--- src/core/rdlc_pkg.sv ---
// shared constants and types for the redistributor control block
package rdlc_pkg;
	// bus geometry
	localparam int ADDR_W = 16;
	localparam int DATA_W = 32;

	// register byte offsets
	localparam logic [15:0] OFF_CTRL = 16'h0000;
	localparam logic [15:0] OFF_PARTID = 16'h0014;
	localparam logic [15:0] OFF_FCTL = 16'h0020;
	localparam logic [15:0] OFF_PWR = 16'h0024;
	localparam logic [15:0] OFF_VIEWR = 16'h0028;
	localparam logic [15:0] OFF_PROPB_LO = 16'h0070;
	localparam logic [15:0] OFF_PROPB_HI = 16'h0074;
	localparam logic [15:0] OFF_PENDB_LO = 16'h0078;
	localparam logic [15:0] OFF_PENDB_HI = 16'h007C;
	localparam logic [15:0] OFF_INV1_LO = 16'h00A0;
	localparam logic [15:0] OFF_INV1_HI = 16'h00A4;
	localparam logic [15:0] OFF_INVALL_LO = 16'h00B0;
	localparam logic [15:0] OFF_INVALL_HI = 16'h00B4;
	localparam logic [15:0] OFF_SYNC = 16'h00C0;
	localparam logic [15:0] OFF_AFF = 16'h0100;
	localparam logic [15:0] OFF_IRQ_STAT = 16'h0200;
	localparam logic [15:0] OFF_IRQ_EN = 16'h0204;
	localparam logic [15:0] OFF_IRQ_CLR = 16'h0208;

	// control register fields
	localparam int BIT_UPSTREAM = 31;
	localparam int BIT_DPG_HI = 26;
	localparam int BIT_DPG_LO = 24;
	localparam int BIT_WR_PEND = 3;
	localparam int BIT_IF = 2;
	localparam int BIT_CLR_SUP = 1;
	localparam int BIT_EN = 0;

	// interrupt status fields
	localparam int IRQ_W = 3;
	localparam int IRQ_WR_DONE = 0;
	localparam int IRQ_DENIED = 1;
	localparam int IRQ_UP_DONE = 2;

	// reset values
	localparam logic CTRL_EN_RST = 1'b0;
	localparam logic [2:0] CTRL_DPG_RST = 3'h0;
	localparam logic [IRQ_W-1:0] IRQ_EN_RST = 3'h0;

	// view codes
	localparam logic [1:0] VIEW0 = 2'h0;
	localparam logic [1:0] VIEW2 = 2'h2;
	localparam logic [1:0] VIEW3 = 2'h3;

	// cycles a control write stays pending when nothing must be flushed
	localparam int SETTLE_CYCLES = 4;

	// write sequencer states
	typedef enum logic [1:0] {SEQ_IDLE, SEQ_PROP, SEQ_FLUSH} rdlc_seq_e;
endpackage

--- src/core/rdlc_top.sv ---
// redistributor control register, view gating and interrupt status
//
// The plain strobed port and the register offsets were left to the implementer.
`timescale 1ns/1ps
module rdlc_top #(
	parameter bit LPI_SUPPORT = 1'b1,
	parameter int PROP_CYCLES = rdlc_pkg::SETTLE_CYCLES
) (
	input wire logic i_clock,
	input wire logic i_rst,
	input wire logic i_ce,
	input wire logic [rdlc_pkg::ADDR_W-1:0] i_addr,
	input wire logic [rdlc_pkg::DATA_W-1:0] i_wdata,
	input wire logic i_wr,
	input wire logic i_rd,
	input wire logic [1:0] i_view,
	input wire logic [1:0] i_ctrl_view,
	input wire logic i_no_ns_grp1,
	input wire logic i_upstream_busy,
	input wire logic i_flush_done,
	input wire logic i_others_active,
	output logic [rdlc_pkg::DATA_W-1:0] o_rdata,
	output logic o_irq,
	output logic o_lpi_enable,
	output logic [2:0] o_sel_disable,
	output logic o_flush_req,
	output logic o_pend_access,
	output logic o_prop_access
);
	import rdlc_pkg::*;

	// whole register-side state
	typedef struct packed {
		logic en;
		logic [2:0] dpg;
		logic [IRQ_W-1:0] stat;
		logic [IRQ_W-1:0] ien;
		logic irq;
		logic up_prev;
		logic pend_acc;
		logic prop_acc;
		logic [DATA_W-1:0] rdata;
	} rdlc_top_s;

	rdlc_top_s q; // registered state
	rdlc_top_s d; // next state

	logic ok; // access allowed in this view
	logic ctrl_wr; // permitted control write
	logic new_en; // enable value being written
	logic seq_start; // start write sequencer
	logic seq_flush_go; // enable falls, flush needed
	logic seq_busy; // write still in progress
	logic seq_done; // write finished, one cycle
	logic [IRQ_W-1:0] ev; // event set pulses
	logic [IRQ_W-1:0] clr; // software clear mask
	logic [DATA_W-1:0] ctrl_img; // control readback image

	// registers reachable in view 0 only
	function automatic logic is_view0_reg(input logic [ADDR_W-1:0] a);
		return a inside {OFF_FCTL, OFF_PWR, OFF_VIEWR, OFF_IRQ_STAT, OFF_IRQ_EN, OFF_IRQ_CLR};
	endfunction

	// registers barred in views 2 and 3
	function automatic logic is_not23_reg(input logic [ADDR_W-1:0] a);
		return a inside {OFF_PARTID, OFF_PROPB_LO, OFF_PROPB_HI, OFF_PENDB_LO,
			OFF_PENDB_HI, OFF_INV1_LO, OFF_INV1_HI, OFF_INVALL_LO,
			OFF_INVALL_HI, OFF_SYNC, OFF_AFF};
	endfunction

	// view gate for one access
	function automatic logic access_ok(input logic [ADDR_W-1:0] a,
		input logic [1:0] v, input logic [1:0] cv);
		logic r;
		r = 1'b1;
		if (a == OFF_CTRL) begin
			r = (v == cv);
		end else if (is_view0_reg(a)) begin
			r = (v == VIEW0);
		end else if (is_not23_reg(a)) begin
			r = !((v == VIEW2) || (v == VIEW3));
		end
		return r;
	endfunction

	// write sequencer owns the pending flag and the flush request
	rdlc_wrseq #(
		.PROP_CYCLES(PROP_CYCLES),
		.CNT_W(8)
	) u_seq (
		.i_clock(i_clock),
		.i_rst(i_rst),
		.i_ce(i_ce),
		.i_start(seq_start),
		.i_flush(seq_flush_go),
		.i_flush_done(i_flush_done),
		.o_busy(seq_busy),
		.o_flush(o_flush_req),
		.o_done(seq_done)
	);

	// next-state logic for registers, events and readback
	always_comb begin
		d = q;
		ok = access_ok(i_addr, i_view, i_ctrl_view);
		ctrl_wr = i_wr && ok && (i_addr == OFF_CTRL);
		new_en = LPI_SUPPORT && i_wdata[BIT_EN];
		seq_start = ctrl_wr;
		// only a 1 to 0 change of the enable needs a flush
		seq_flush_go = ctrl_wr && q.en && !new_en;
		// control image; reserved ranges stay zero
		ctrl_img = '0;
		ctrl_img[BIT_UPSTREAM] = i_upstream_busy;
		ctrl_img[BIT_DPG_HI:BIT_DPG_LO] = q.dpg;
		ctrl_img[BIT_WR_PEND] = seq_busy;
		ctrl_img[BIT_IF] = LPI_SUPPORT;
		ctrl_img[BIT_CLR_SUP] = 1'b1;
		ctrl_img[BIT_EN] = q.en;
		// control write
		if (ctrl_wr) begin
			d.en = new_en;
			if (!i_no_ns_grp1) begin
				d.dpg = i_wdata[BIT_DPG_HI:BIT_DPG_LO];
			end
		end
		// exclusion bits forced clear while the flag is set
		if (i_no_ns_grp1) begin
			d.dpg = '0;
		end
		// interrupt enable write
		if (i_wr && ok && (i_addr == OFF_IRQ_EN)) begin
			d.ien = i_wdata[IRQ_W-1:0];
		end
		// clear register, write-one-to-clear
		clr = '0;
		if (i_wr && ok && (i_addr == OFF_IRQ_CLR)) begin
			clr = i_wdata[IRQ_W-1:0];
		end
		// events
		ev = '0;
		ev[IRQ_WR_DONE] = seq_done;
		ev[IRQ_DENIED] = (i_rd || i_wr) && !ok;
		ev[IRQ_UP_DONE] = q.up_prev && !i_upstream_busy;
		d.up_prev = i_upstream_busy;
		// set wins over a clear in the same cycle
		d.stat = (q.stat & ~clr) | ev;
		d.irq = |(d.stat & d.ien);
		// memory access permissions
		d.pend_acc = q.en || seq_busy;
		d.prop_acc = q.en || seq_busy || i_others_active;
		// readback; denied and unmapped reads give zero
		d.rdata = '0;
		if (i_rd && ok) begin
			unique case (i_addr)
				OFF_CTRL: begin
					d.rdata = ctrl_img;
				end
				OFF_IRQ_STAT: begin
					d.rdata[IRQ_W-1:0] = q.stat;
				end
				OFF_IRQ_EN: begin
					d.rdata[IRQ_W-1:0] = q.ien;
				end
				default: begin
					d.rdata = '0;
				end
			endcase
		end
	end

	// state register, frozen while clock enable is low
	always_ff @(posedge i_clock or posedge i_rst) begin
		if (i_rst) begin
			q <= '0;
			q.en <= CTRL_EN_RST;
			q.dpg <= CTRL_DPG_RST;
			q.ien <= IRQ_EN_RST;
		end else if (i_ce) begin
			q <= d;
		end
	end

	// outputs straight from the state register
	assign o_rdata = q.rdata;
	assign o_irq = q.irq;
	assign o_lpi_enable = q.en;
	assign o_sel_disable = q.dpg;
	assign o_pend_access = q.pend_acc;
	assign o_prop_access = q.prop_acc;

	// control read strobe with the view allowing it
	logic ctrl_rd;
	assign ctrl_rd = i_ce && i_rd && (i_addr == OFF_CTRL) && (i_view == i_ctrl_view);
endmodule

--- src/core/rdlc_wrseq.sv ---
// control write sequencer: pending flag, flush request, done pulse
`timescale 1ns/1ps
module rdlc_wrseq #(
	parameter int PROP_CYCLES = rdlc_pkg::SETTLE_CYCLES,
	parameter int CNT_W = 4
) (
	input wire logic i_clock,
	input wire logic i_rst,
	input wire logic i_ce,
	input wire logic i_start,
	input wire logic i_flush,
	input wire logic i_flush_done,
	output logic o_busy,
	output logic o_flush,
	output logic o_done
);
	import rdlc_pkg::*;

	// whole sequencer state
	typedef struct packed {
		rdlc_seq_e st;
		logic [CNT_W-1:0] cnt;
		logic busy;
		logic flush;
		logic done;
	} rdlc_seq_s;

	rdlc_seq_s q; // registered state
	rdlc_seq_s d; // next state

	// next-state logic; a flush request always wins over plain settling
	always_comb begin
		d = q;
		d.done = 1'b0;
		unique case (q.st)
			SEQ_IDLE: begin
				if (i_start && i_flush) begin
					d.st = SEQ_FLUSH;
				end else if (i_start) begin
					d.st = SEQ_PROP;
					d.cnt = CNT_W'(PROP_CYCLES - 1);
				end
			end
			SEQ_PROP: begin
				if (i_start && i_flush) begin
					d.st = SEQ_FLUSH;
				end else if (i_start) begin
					// new write restarts the settle time
					d.cnt = CNT_W'(PROP_CYCLES - 1);
				end else if (q.cnt == '0) begin
					d.st = SEQ_IDLE;
					d.done = 1'b1;
				end else begin
					d.cnt = q.cnt - CNT_W'(1);
				end
			end
			SEQ_FLUSH: begin
				// held until the core side reports the flush complete
				if (i_flush_done) begin
					d.st = SEQ_IDLE;
					d.done = 1'b1;
				end
			end
			// unused state code falls back to idle
			default: begin
				d.st = SEQ_IDLE;
			end
		endcase
		d.busy = (d.st != SEQ_IDLE);
		d.flush = (d.st == SEQ_FLUSH);
	end

	// state register, frozen while clock enable is low
	always_ff @(posedge i_clock or posedge i_rst) begin
		if (i_rst) begin
			q <= '0;
		end else if (i_ce) begin
			q <= d;
		end
	end

	assign o_busy = q.busy;
	assign o_flush = q.flush;
	assign o_done = q.done;
endmodule

--- config.mk ---
export PLATFORM = sky130hd
export DESIGN_NAME = rdlc_top
export DESIGN_NICKNAME = d
export VERILOG_FILES = /design/src/core/rdlc_pkg.sv /design/src/core/rdlc_top.sv /design/src/core/rdlc_wrseq.sv
export SDC_FILE = /design/constraint.sdc
export NUM_CORES = 1
export LEC_CHECK = 0
export BUFFER_PORTS_ARGS = -buffer_cell sky130_fd_sc_hd__buf_2
export CAP_MARGIN = 40
export CORE_MARGIN = 2
export CORE_UTILIZATION = 30
export CTS_BUF_LIST = sky130_fd_sc_hd__clkbuf_16
export DETAILED_ROUTE_END_ITERATION = 12
export HOLD_SLACK_MARGIN = 0.1
export PLACE_DENSITY = 0.66
export SYNTH_ARGS = -nofsm -noshare
export SYNTH_HDL_FRONTEND = slang
export SYNTH_HIERARCHICAL = 1
export SYNTH_SLANG_ARGS = --single-unit
--- constraint.sdc ---
create_clock -name i_clock -period 2.05 [get_ports i_clock]
set_clock_uncertainty 0.05 [all_clocks]
set_input_delay 0.205 -clock i_clock [delete_from_list [all_inputs] [get_ports i_clock]]
set_output_delay 0.205 -clock i_clock [all_outputs]
set_load 0.01 [all_outputs]
# Word level (Yosys, flattened, before mapping)
# Cells that the tools add are included.
op_classes:
  n_addsub: 1
  n_eq_ne: 27
  mux: 27
  n_bitwise: 4
  n_reduce_logical: 31
ops:
  columns: ["cell", "n"]
  rows:
  - ["16-bit by 8-bit == test with 1-bit output, second input constant", 5]
  - ["16-bit by 7-bit == test with 1-bit output, second input constant", 4]
  - ["16-bit by 10-bit == test with 1-bit output, second input constant", 3]
  - ["16-bit by 6-bit == test with 1-bit output, second input constant", 3]
  - ["32-bit two-way mux", 1]
  - ["8-bit two-way mux", 4]
  - ["29-bit two-way mux", 1]
  - ["16-bit by 5-bit == test with 1-bit output, second input constant", 1]
  - ["16-bit by 9-bit == test with 1-bit output, second input constant", 1]
  - ["16-bit logical NOT", 1]
  - ["8-bit case mux with 2 select lines", 1]
  - ["3-bit two-way mux", 4]
  - ["11-bit nonzero test", 1]
  - ["1-bit logical AND", 10]
  - ["10-bit two-way mux", 1]
  - ["2-bit two-way mux", 5]
  - ["3-bit case mux with 3 select lines", 1]
  - ["2-bit == test, second input constant", 4]
  - ["8-bit logical NOT", 1]
  - ["8-bit by 1-bit subtractor with 8-bit output, second input constant", 1]
  - ["1-bit two-way mux", 7]
  - ["3-bit AND", 2]
  - ["2-bit case mux with 3 select lines", 1]
  - ["6-bit AND reduction", 1]
  - ["15 further kinds", 26]
word_totals:
  ff_bits: 59
  input_bits: 61
  output_inout_bits: 40
  wordCells: 104

# Longest topological paths before layout
# Gate-level depths: netlist (run 1).
depth:
  depth_word: 14
  depth_mapped: 11
  depth_no_buf: 9

# Modules after synthesis
# Netlist (run 1), hierarchy kept.
modules_own_cells:
  columns: ["module", "instances", "cells_each", "area_each_um2", "seq_area_each_um2"]
  rows:
  - ["rdlc_top", 1, 174, 1710.4, 550.5]
  - ["rdlc_wrseq", 1, 93, 898.4, 325.3]

# Worst setup path before layout (run 1)
# No wires, ideal clock.
synth_path:
  path_type: "input-to-reg"
  start: "in i_addr[5] in the netlist's numbering"
  end: "reg u_seq/q[5] in the netlist's numbering"
  setup_time_ps: 77
  arrival_time_ps: 2732
  required_time_ps: 1923
  setup_slack_ps: -809
  stages: 11
  path_buffers: 3
  path_cell_list: "buf_4 or4_4 or3_4 nor2_1 and2_1 buf_6 mux2i_4 nand2_4 buf_6 or4_1 a21oi_1"
synth_between:
  elab_chain_cells: 12
  elab_cells_between_ends: 36
  cone_classes: "21 x eq/ne; 6 x mux; 9 x reduce/logical"
synth_lines:
  columns: ["element", "line", "source"]
  rows:
  - ["start: declaration", "rdlc_top.sv:12", "input wire logic [rdlc_pkg::ADDR_W-1:0] i_addr,"]
  - ["16-bit by 5-bit == test with 1-bit output (tied with other cells)", "rdlc_top.sv:66", "return a inside {OFF_PARTID, OFF_PROPB_LO, OFF_PROPB_HI, OFF_PENDB_LO,"]
  - ["11-bit nonzero test", "rdlc_top.sv:66", null]
  - ["1-bit two-way mux", "rdlc_top.sv:80", "end else if (is_not23_reg(a)) begin"]
  - ["1-bit two-way mux", "rdlc_top.sv:78", "end else if (is_view0_reg(a)) begin"]
  - ["1-bit two-way mux", "rdlc_top.sv:76", "if (a == OFF_CTRL) begin"]
  - ["1-bit logical AND", "rdlc_top.sv:106", "ctrl_wr = i_wr && ok && (i_addr == OFF_CTRL);"]
  - ["1-bit logical AND (*)", "rdlc_top.sv:106", null]
  - ["net ctrl_wr", "rdlc_top.sv:49", "logic ctrl_wr;"]
  - ["1-bit logical AND (2 in series)", "rdlc_top.sv:110", "seq_flush_go = ctrl_wr && q.en && !new_en;"]
  - ["1-bit logical AND", "rdlc_wrseq.sv:37, rdlc_wrseq.sv:45", null]
  - ["2-bit != test (no line)", null, null]
  - ["6-bit AND reduction (no line)", null, null]
  - ["end signal: assignment", "rdlc_wrseq.sv:76", "q <= '0;"]
  - ["end signal: assignment", "rdlc_wrseq.sv:78", "q <= d;"]
  - ["end: declaration", "rdlc_wrseq.sv:28", "rdlc_seq_s q;"]
# The timed path passes the listed nets; every way through them passes the cells marked *. The select of a mux whose other input is x is not followed.
# A chain may end at the register's enable or synchronous reset.

# Final worst setup path (run 1)
layout_path:
  start: "in i_addr[9] in the netlist's numbering"
  end: "reg u_seq/q[5] in the netlist's numbering"
# Same word-level chain as after synthesis.

==> results of run 1 <==
## area by class of cell
| cell class | instances | area [sq um] |
|---|---|---|
| Multi-Input combinational cell | 200 | 1632 |
| Tap cell | 108 | 135.1 |
| Fill cell | 840 | 5096 |
| Clock buffer | 5 | 125.1 |
| Timing Repair Buffer | 102 | 671.9 |
| Clock inverter | 2 | 8.758 |
| Inverter | 13 | 48.80 |
| Sequential cell | 35 | 875.8 |
## final timing paths
check	endpoint	slack, ns
max	u_seq/q[5]	-0.38
min	o_sel_disable[2]	0.11
max reg2reg	u_seq/q[5]	-0.09
min reg2reg	o_rdata[26]	0.44
max in group asynchronous	u_seq/q[10]	1.11
min in group asynchronous	o_rdata[1]	0.48
## critical path, delay by kind of cell
kind	cells	cell delay [ns]
AND/OR/NAND/NOR	6	1.81
AO/OA/AOI/OAI	1	0.14
buffers and inverters	1	0.10
multiplexers	1	0.34
## routing by layer
metal	global-route usage (%)	routed length, um	vias up
met3	3.309	363	6
met5	0	0	-
met1	18.23	3025	1118
met4	3.526	62	0
met2	22.76	3162	60
li1	-	-	1112
## layout by cell type (no fill, tap or decap), drive strengths merged, types with 6 or more instances in the layout
master    n
inv      12
a22o      9
ha        6
nor2     19
or4       6
conb     24
nand3     7
a21oi    14
buf     101
dfrtp    35
mux2      7
nand2    13
## per-stage QoR
step / cells / worst slack [ns] / hold WS (ns) / total power [W]
after global routing: 465 / -0.4167 / 0.1225 / 0.003261
after global placement: 440 / -0.5646 / 0.2315 / 0.001934
final: 465 / -0.3817 / 0.1127 / 0.003071
after CTS: 457 / -0.3304 / 0.1095 / 0.002915
after floorplan: 290 / -0.6758 / 0.03196 / 0.001708
after detailed placement: 440 / -0.6248 / 0.2388 / 0.001970
## sequential cells by signal (all words and copies together), names as in the netlist
name	cells
u_seq/o_busy	1
o_prop_access	1
o_rdata	8
o_pend_access	1
u_seq/o_done	1
o_irq	1
u_seq/o_flush	1
u_seq/q	10
q	7
o_sel_disable	3
o_lpi_enable	1
## repair_timing
item	CTS	global route
pin swaps	14	13
endpoints found under the setup margin	16	22
hold buffers	1	0
gates cloned	1	0
gates resized for setup	28	13
buffers inserted	8	10
endpoints found under the hold margin	35	0
## logic make-up after synthesis
logic type / count (synthesis)
flip-flops: 35
buffers and inverters: 56
AND/OR/NAND/NOR: 85
AO/OA/AOI/OAI: 69
other: 1
adder cells (fa/ha/maj): 6
multiplexers: 12
XOR/XNOR: 3
## power groups by stage
stage	Sequential [W]	Combinational (W)	Clock [W]
finish	0.000972	0.00138	0.000718
global route	0.000995	0.00150	0.000763
CTS	0.000960	0.00123	0.000730
detailed placement	0.000962	0.00101	0
global placement	0.000961	0.000973	0
floorplan	0.000943	0.000765	0
==> impl_metrics.ini, run 1 <==
[power_and_ir_drop]
switching_share_pct = 38.44
vdd_ir_drop_max_mv = 0.3730
power.share.combinational_pct = 45.0
p_int_w = 0.001891
p_clk_share_pct = 23.4
p_seq_share_pct = 31.6
power.switching_w = 0.001180
powerDensity_nw_per_um2 = 878.2
leakage_nw = 1.602

[setup_path]
worstSetupStartpointType = input port
cp_common_cell = or4_4
path_cells = buf_8 -> or4_4 -> or3_4 -> nor2_4 -> and2_4 -> mux2i_4 -> nand2_4 -> or4_4 -> a21oi_2
reg2regPathDepth = 6
critical_path_class = input port to flip-flop
crit_fanout = 6
cp.arrival_ns = 2.59
worst_path_max_delay_cell = or4_4
cp-end-kind = flip-flop
cp-startpoint = i_addr[9]
worst-endpoint-required_ns = 2.20
worst_r2r_startpoint = u_seq/q[12]
cpPeakStageDelay_ns = 0.52

[synthesis]
synth.area.mux_share_pct = 5.420
synthXorXnorAreaFrac_pct = 1.007
ys_ff_latch = 35
synth_adder_area_share_pct = 2.878
syn-instance-count = 267
synth_edf_count = 0
synth_top_family_by_area = compound AO/OA/AOI/OAI gates
synthTopCellsByCount = buf_4 (38), dfrtp_1 (35), nor2_1 (19)
syn_area_sq_um = 2609
synthArstFlopShare_pct = 100.0
syn_area_per_cell_sq_um = 9.771
synth_warnings = 6
synth_compound_area_share_pct = 22.40
synth_top_area_share_pct = 33.57
yosysMostFrequentCell = buf_4
synth_area_leaders = dfrtp_1 (34%), buf_4 (11%), ha_1 (2.9%)
yosysSeqAreaShare_pct = 33.57
synth_cell_type_count = 71
synth-main-ff-cell = dfrtp_1
synth-simple-area-share_pct = 20.34
yosys.area.top_type = dfrtp_1

[timing]
worst_slack_ns = -0.3817
fmax_mhz = 411.2
worst_pin_slew_ns = 0.5413
rsz0062_at_grt = true
min_period_over_period_pct = 118.6
maxSlewHeadroom_pct = 63.87
setup-tns-final_ns = -3.493
min_period_ns = 2.432
setup_viol = 15
slew_viol_final = 0
hold_viol_final = 0

[route]
drt-total-wl_mm = 6.613
drc = 0
via_count = 2296
drt-wirelength-per-cell_um = 14.22
ant_nets = 0
drt-pass1-iter-count = 4
vias_per_cell = 4.938
first_iter_violations = 90

[floorplan]
dieArea_sq_um = 9458
dieWidth_um = 97.25
io_pins = 101
num_rows = 34
fp.dieH_um = 97.25
core_sq_um = 8593
start_util_pct = 30.36

[grt]
track_usage_pct = 13.79
grt_pass1_vias = 2258
grt-ovfl-total = 0
grt_pass1_wl_mm = 10.83
grt_max_degree = 23
antenna_found_initial = 0

[final_layout]
diodes = 0
drive_above_1_share_pct = 44.26
final_util_pct = 40.70
fin_area_sq_um = 3497
nNetsFinal = 424
syn2layout_area_growth_pct = 34.05

[flow_run]
drv_cap = 0

[placed_design]
place.gp.congestion = 0.8250
dpl_cell_area_sq_um = 3040
io_buffers = 50
dp_hpwl_mm = 4.625

[clock_network]
numCtsBuffers = 5
cts.sinks = 35
cts_tree = built
clock-root-buffer = clkbuf_16
htree_levels = 2
cts_buffer_depth = 2
clk_latency_ns = 0.28
clk_pin_slew_worst_paths_ns = 0.05

[outcome]
outcome = finished with violations
violations = setup timing

[min_path]
holdPathStages = 2
hp-class = input port to flip-flop
hold_start = i_wdata[26]
(Power assumes the default switching activity.)
==> run 2, diff against run 1 <==
--- a/config.mk
+++ b/config.mk
@@ -9,7 +9,6 @@
 export CAP_MARGIN = 40
 export CORE_MARGIN = 2
 export CORE_UTILIZATION = 30
-export CTS_BUF_LIST = sky130_fd_sc_hd__clkbuf_16
 export DETAILED_ROUTE_END_ITERATION = 12
 export HOLD_SLACK_MARGIN = 0.1
 export PLACE_DENSITY = 0.66
==> run 2 against run 1 <==
The flow still finishes with violations (setup timing). Register-to-register slack got worse by 0.06 ns. Highest routed layer unchanged. Combinational power up 8%. Largest power group unchanged. Utilization rose by 0.12 points. Critical path depth increased by 1. Non-clock buffer count rose by 1. Global-route usage grew 0.078 points. Clock-buffer cell count up 1.
==> impl_metrics.ini, run 2 (synthesis results as in run 1) <==
[outcome]
outcome = finished with violations
violations = setup timing

[final_layout]
mostFrequentLayoutCell = buf_2
nNetsFinal = 426
syn2layout_area_growth_pct = 34.44
drive_above_1_share_pct = 45.13
diodes = 0
regMostFlops = u_seq/q
fin_area_sq_um = 3507
nFillCells = 835
mostFrequentLayoutCells = buf_2 (49), buf_4 (43), dfrtp_1 (35)
largest_register_ffs = 10

[clock_network]
cts_buffer_depth = 2
htree_levels = 2
clk_pin_slew_worst_paths_ns = 0.07
cts_tree = built
numCtsBuffers = 5
cts.sinks = 35
clk_latency_ns = 0.28
clock-root-buffer = clkbuf_8

[power_and_ir_drop]
p_int_w = 0.001770
p_clk_share_pct = 17.4
p_seq_share_pct = 32.5
power.switching_w = 0.001207
power.share.combinational_pct = 50.1
switching_share_pct = 40.55
power_w = 0.002977
vdd_ir_drop_max_mv = 0.3608
leakage_nw = 1.591
powerDensity_nw_per_um2 = 848.8

[timing]
setup-tns-final_ns = -3.588
hold_ws_ns = 0.1031
worst_slack_ns = -0.3356
maxSlewHeadroom_pct = 63.84
worst_pin_slew_ns = 0.5418
slew_viol_final = 0
min_period_over_period_pct = 116.4
hold_viol_final = 0
fmax_mhz = 419.2
rsz0062_at_grt = true
min_period_ns = 2.386
setup_viol = 17

[route]
via_count = 2306
vias_per_cell = 4.938
first_iter_violations = 135
drt-pass1-iter-count = 4
drc = 0
drt-total-wl_mm = 6.759
drt-wirelength-per-cell_um = 14.47
ant_nets = 0

[floorplan]
fp.dieH_um = 97.25
dieWidth_um = 97.25
core_sq_um = 8593
io_pins = 101
num_rows = 34
start_util_pct = 30.36
dieArea_sq_um = 9458

[placed_design]
dpl_cell_area_sq_um = 3040
io_buffers = 50
place.gp.congestion = 0.8250
dp_hpwl_mm = 4.625

[setup_path]
cpPeakStageDelay_ns = 0.52
cp-end-kind = flip-flop
cp_common_cell = or4_4
worstSetupStartpointType = input port
critical_path_class = input port to flip-flop
crit_fanout = 6
path_cells = buf_8 -> or4_4 -> or3_4 -> nor2_4 -> and2_4 -> mux2i_4 -> buf_6 -> nand2_8 -> or4_4 -> a21oi_2
worst-endpoint-required_ns = 2.22
cp.arrival_ns = 2.55
worst_path_max_delay_cell = or4_4

[grt]
track_usage_pct = 13.87
grt_pass1_vias = 2230
grt-ovfl-total = 0
antenna_found_initial = 0
grt_max_degree = 23
grt_pass1_wl_mm = 10.79

[min_path]
hp-class = input port to flip-flop

[flow_run]
drv_cap = 0
[run 2: critical path: cells and delay by family]
| kind | cells | cell delay, ns |
|---|---|---|
| buffers and inverters | 2 | 0.25 |
| multiplexers | 1 | 0.30 |
| AND/OR/NAND/NOR | 6 | 1.65 |
| AO/OA/AOI/OAI | 1 | 0.14 |
[run 2: worst paths after layout]
check / start / to / slack [ns] / depth (start not counted)
max in group asynchronous: i_rst / u_seq/o_busy / 1.12 / 3
worst max-delay path: i_addr[9] / u_seq/q[8] / -0.34 / 10
worst min register to register: o_rdata[26] / o_rdata[26] / 0.44 / 1
worst max register to register: u_seq/q[12] / u_seq/q[7] / -0.15 / 6
worst min-delay path: i_wdata[25] / o_sel_disable[1] / 0.10 / 2
min in group asynchronous: i_rst / o_rdata[2] / 0.47 / 4
[run 2: per-layer routing]
metal | track usage (%) | routed length (um) | vias to the layer above
met2 | 22.49 | 3194 | 70
li1 | - | - | 1121
met5 | 0 | 0 | -
met3 | 3.237 | 400 | 9
met4 | 4.274 | 105 | 0
met1 | 18.42 | 3058 | 1106
[run 2: area by class of cell]
cell class / count / area (sq um) / area share (%)
inverters: 13 / 48.80 / 1.391
flip-flops and latches: 35 / 875.8 / 24.97
repair buffers: 103 / 696.9 / 19.87
clock inverters: 1 / 5.005 / 0.1427
clock buffers: 6 / 82.58 / 2.355
well taps: 108 / 135.1 / 3.853
multi-input cells: 201 / 1663 / 47.41
[run 2: power by group through the flow]
stage	Combinational, W	Clock (W)	Sequential [W]
6_report	0.00149	0.000519	0.000967
5_1_grt	0.00161	0.000558	0.000990
4_1_cts	0.00126	0.000530	0.000954
3_5_place_dp	0.00101	0	0.000962
3_3_place_gp	0.000973	0	0.000961
2_1_floorplan	0.000765	0	0.000943
[run 2: timing repair]
action,4_1_cts,5_1_grt
setup endpoints to repair,16,22
hold buffers,2,0
hold endpoints to repair,36,0
pin swaps,15,18
resized for setup,25,24
buffers inserted,11,7
cloned,2,0
[run 2: metrics by stage]
stage | setup WS, ns | cells | utilization, %
6_report | -0.3356 | 467 | 40.81
5_1_grt | -0.3795 | 467 | 40.81
4_1_cts | -0.2943 | 462 | 39.14
3_5_place_dp | -0.6248 | 440 | 35.38
3_3_place_gp | -0.5646 | 440 | 35.38
2_1_floorplan | -0.6758 | 290 | -
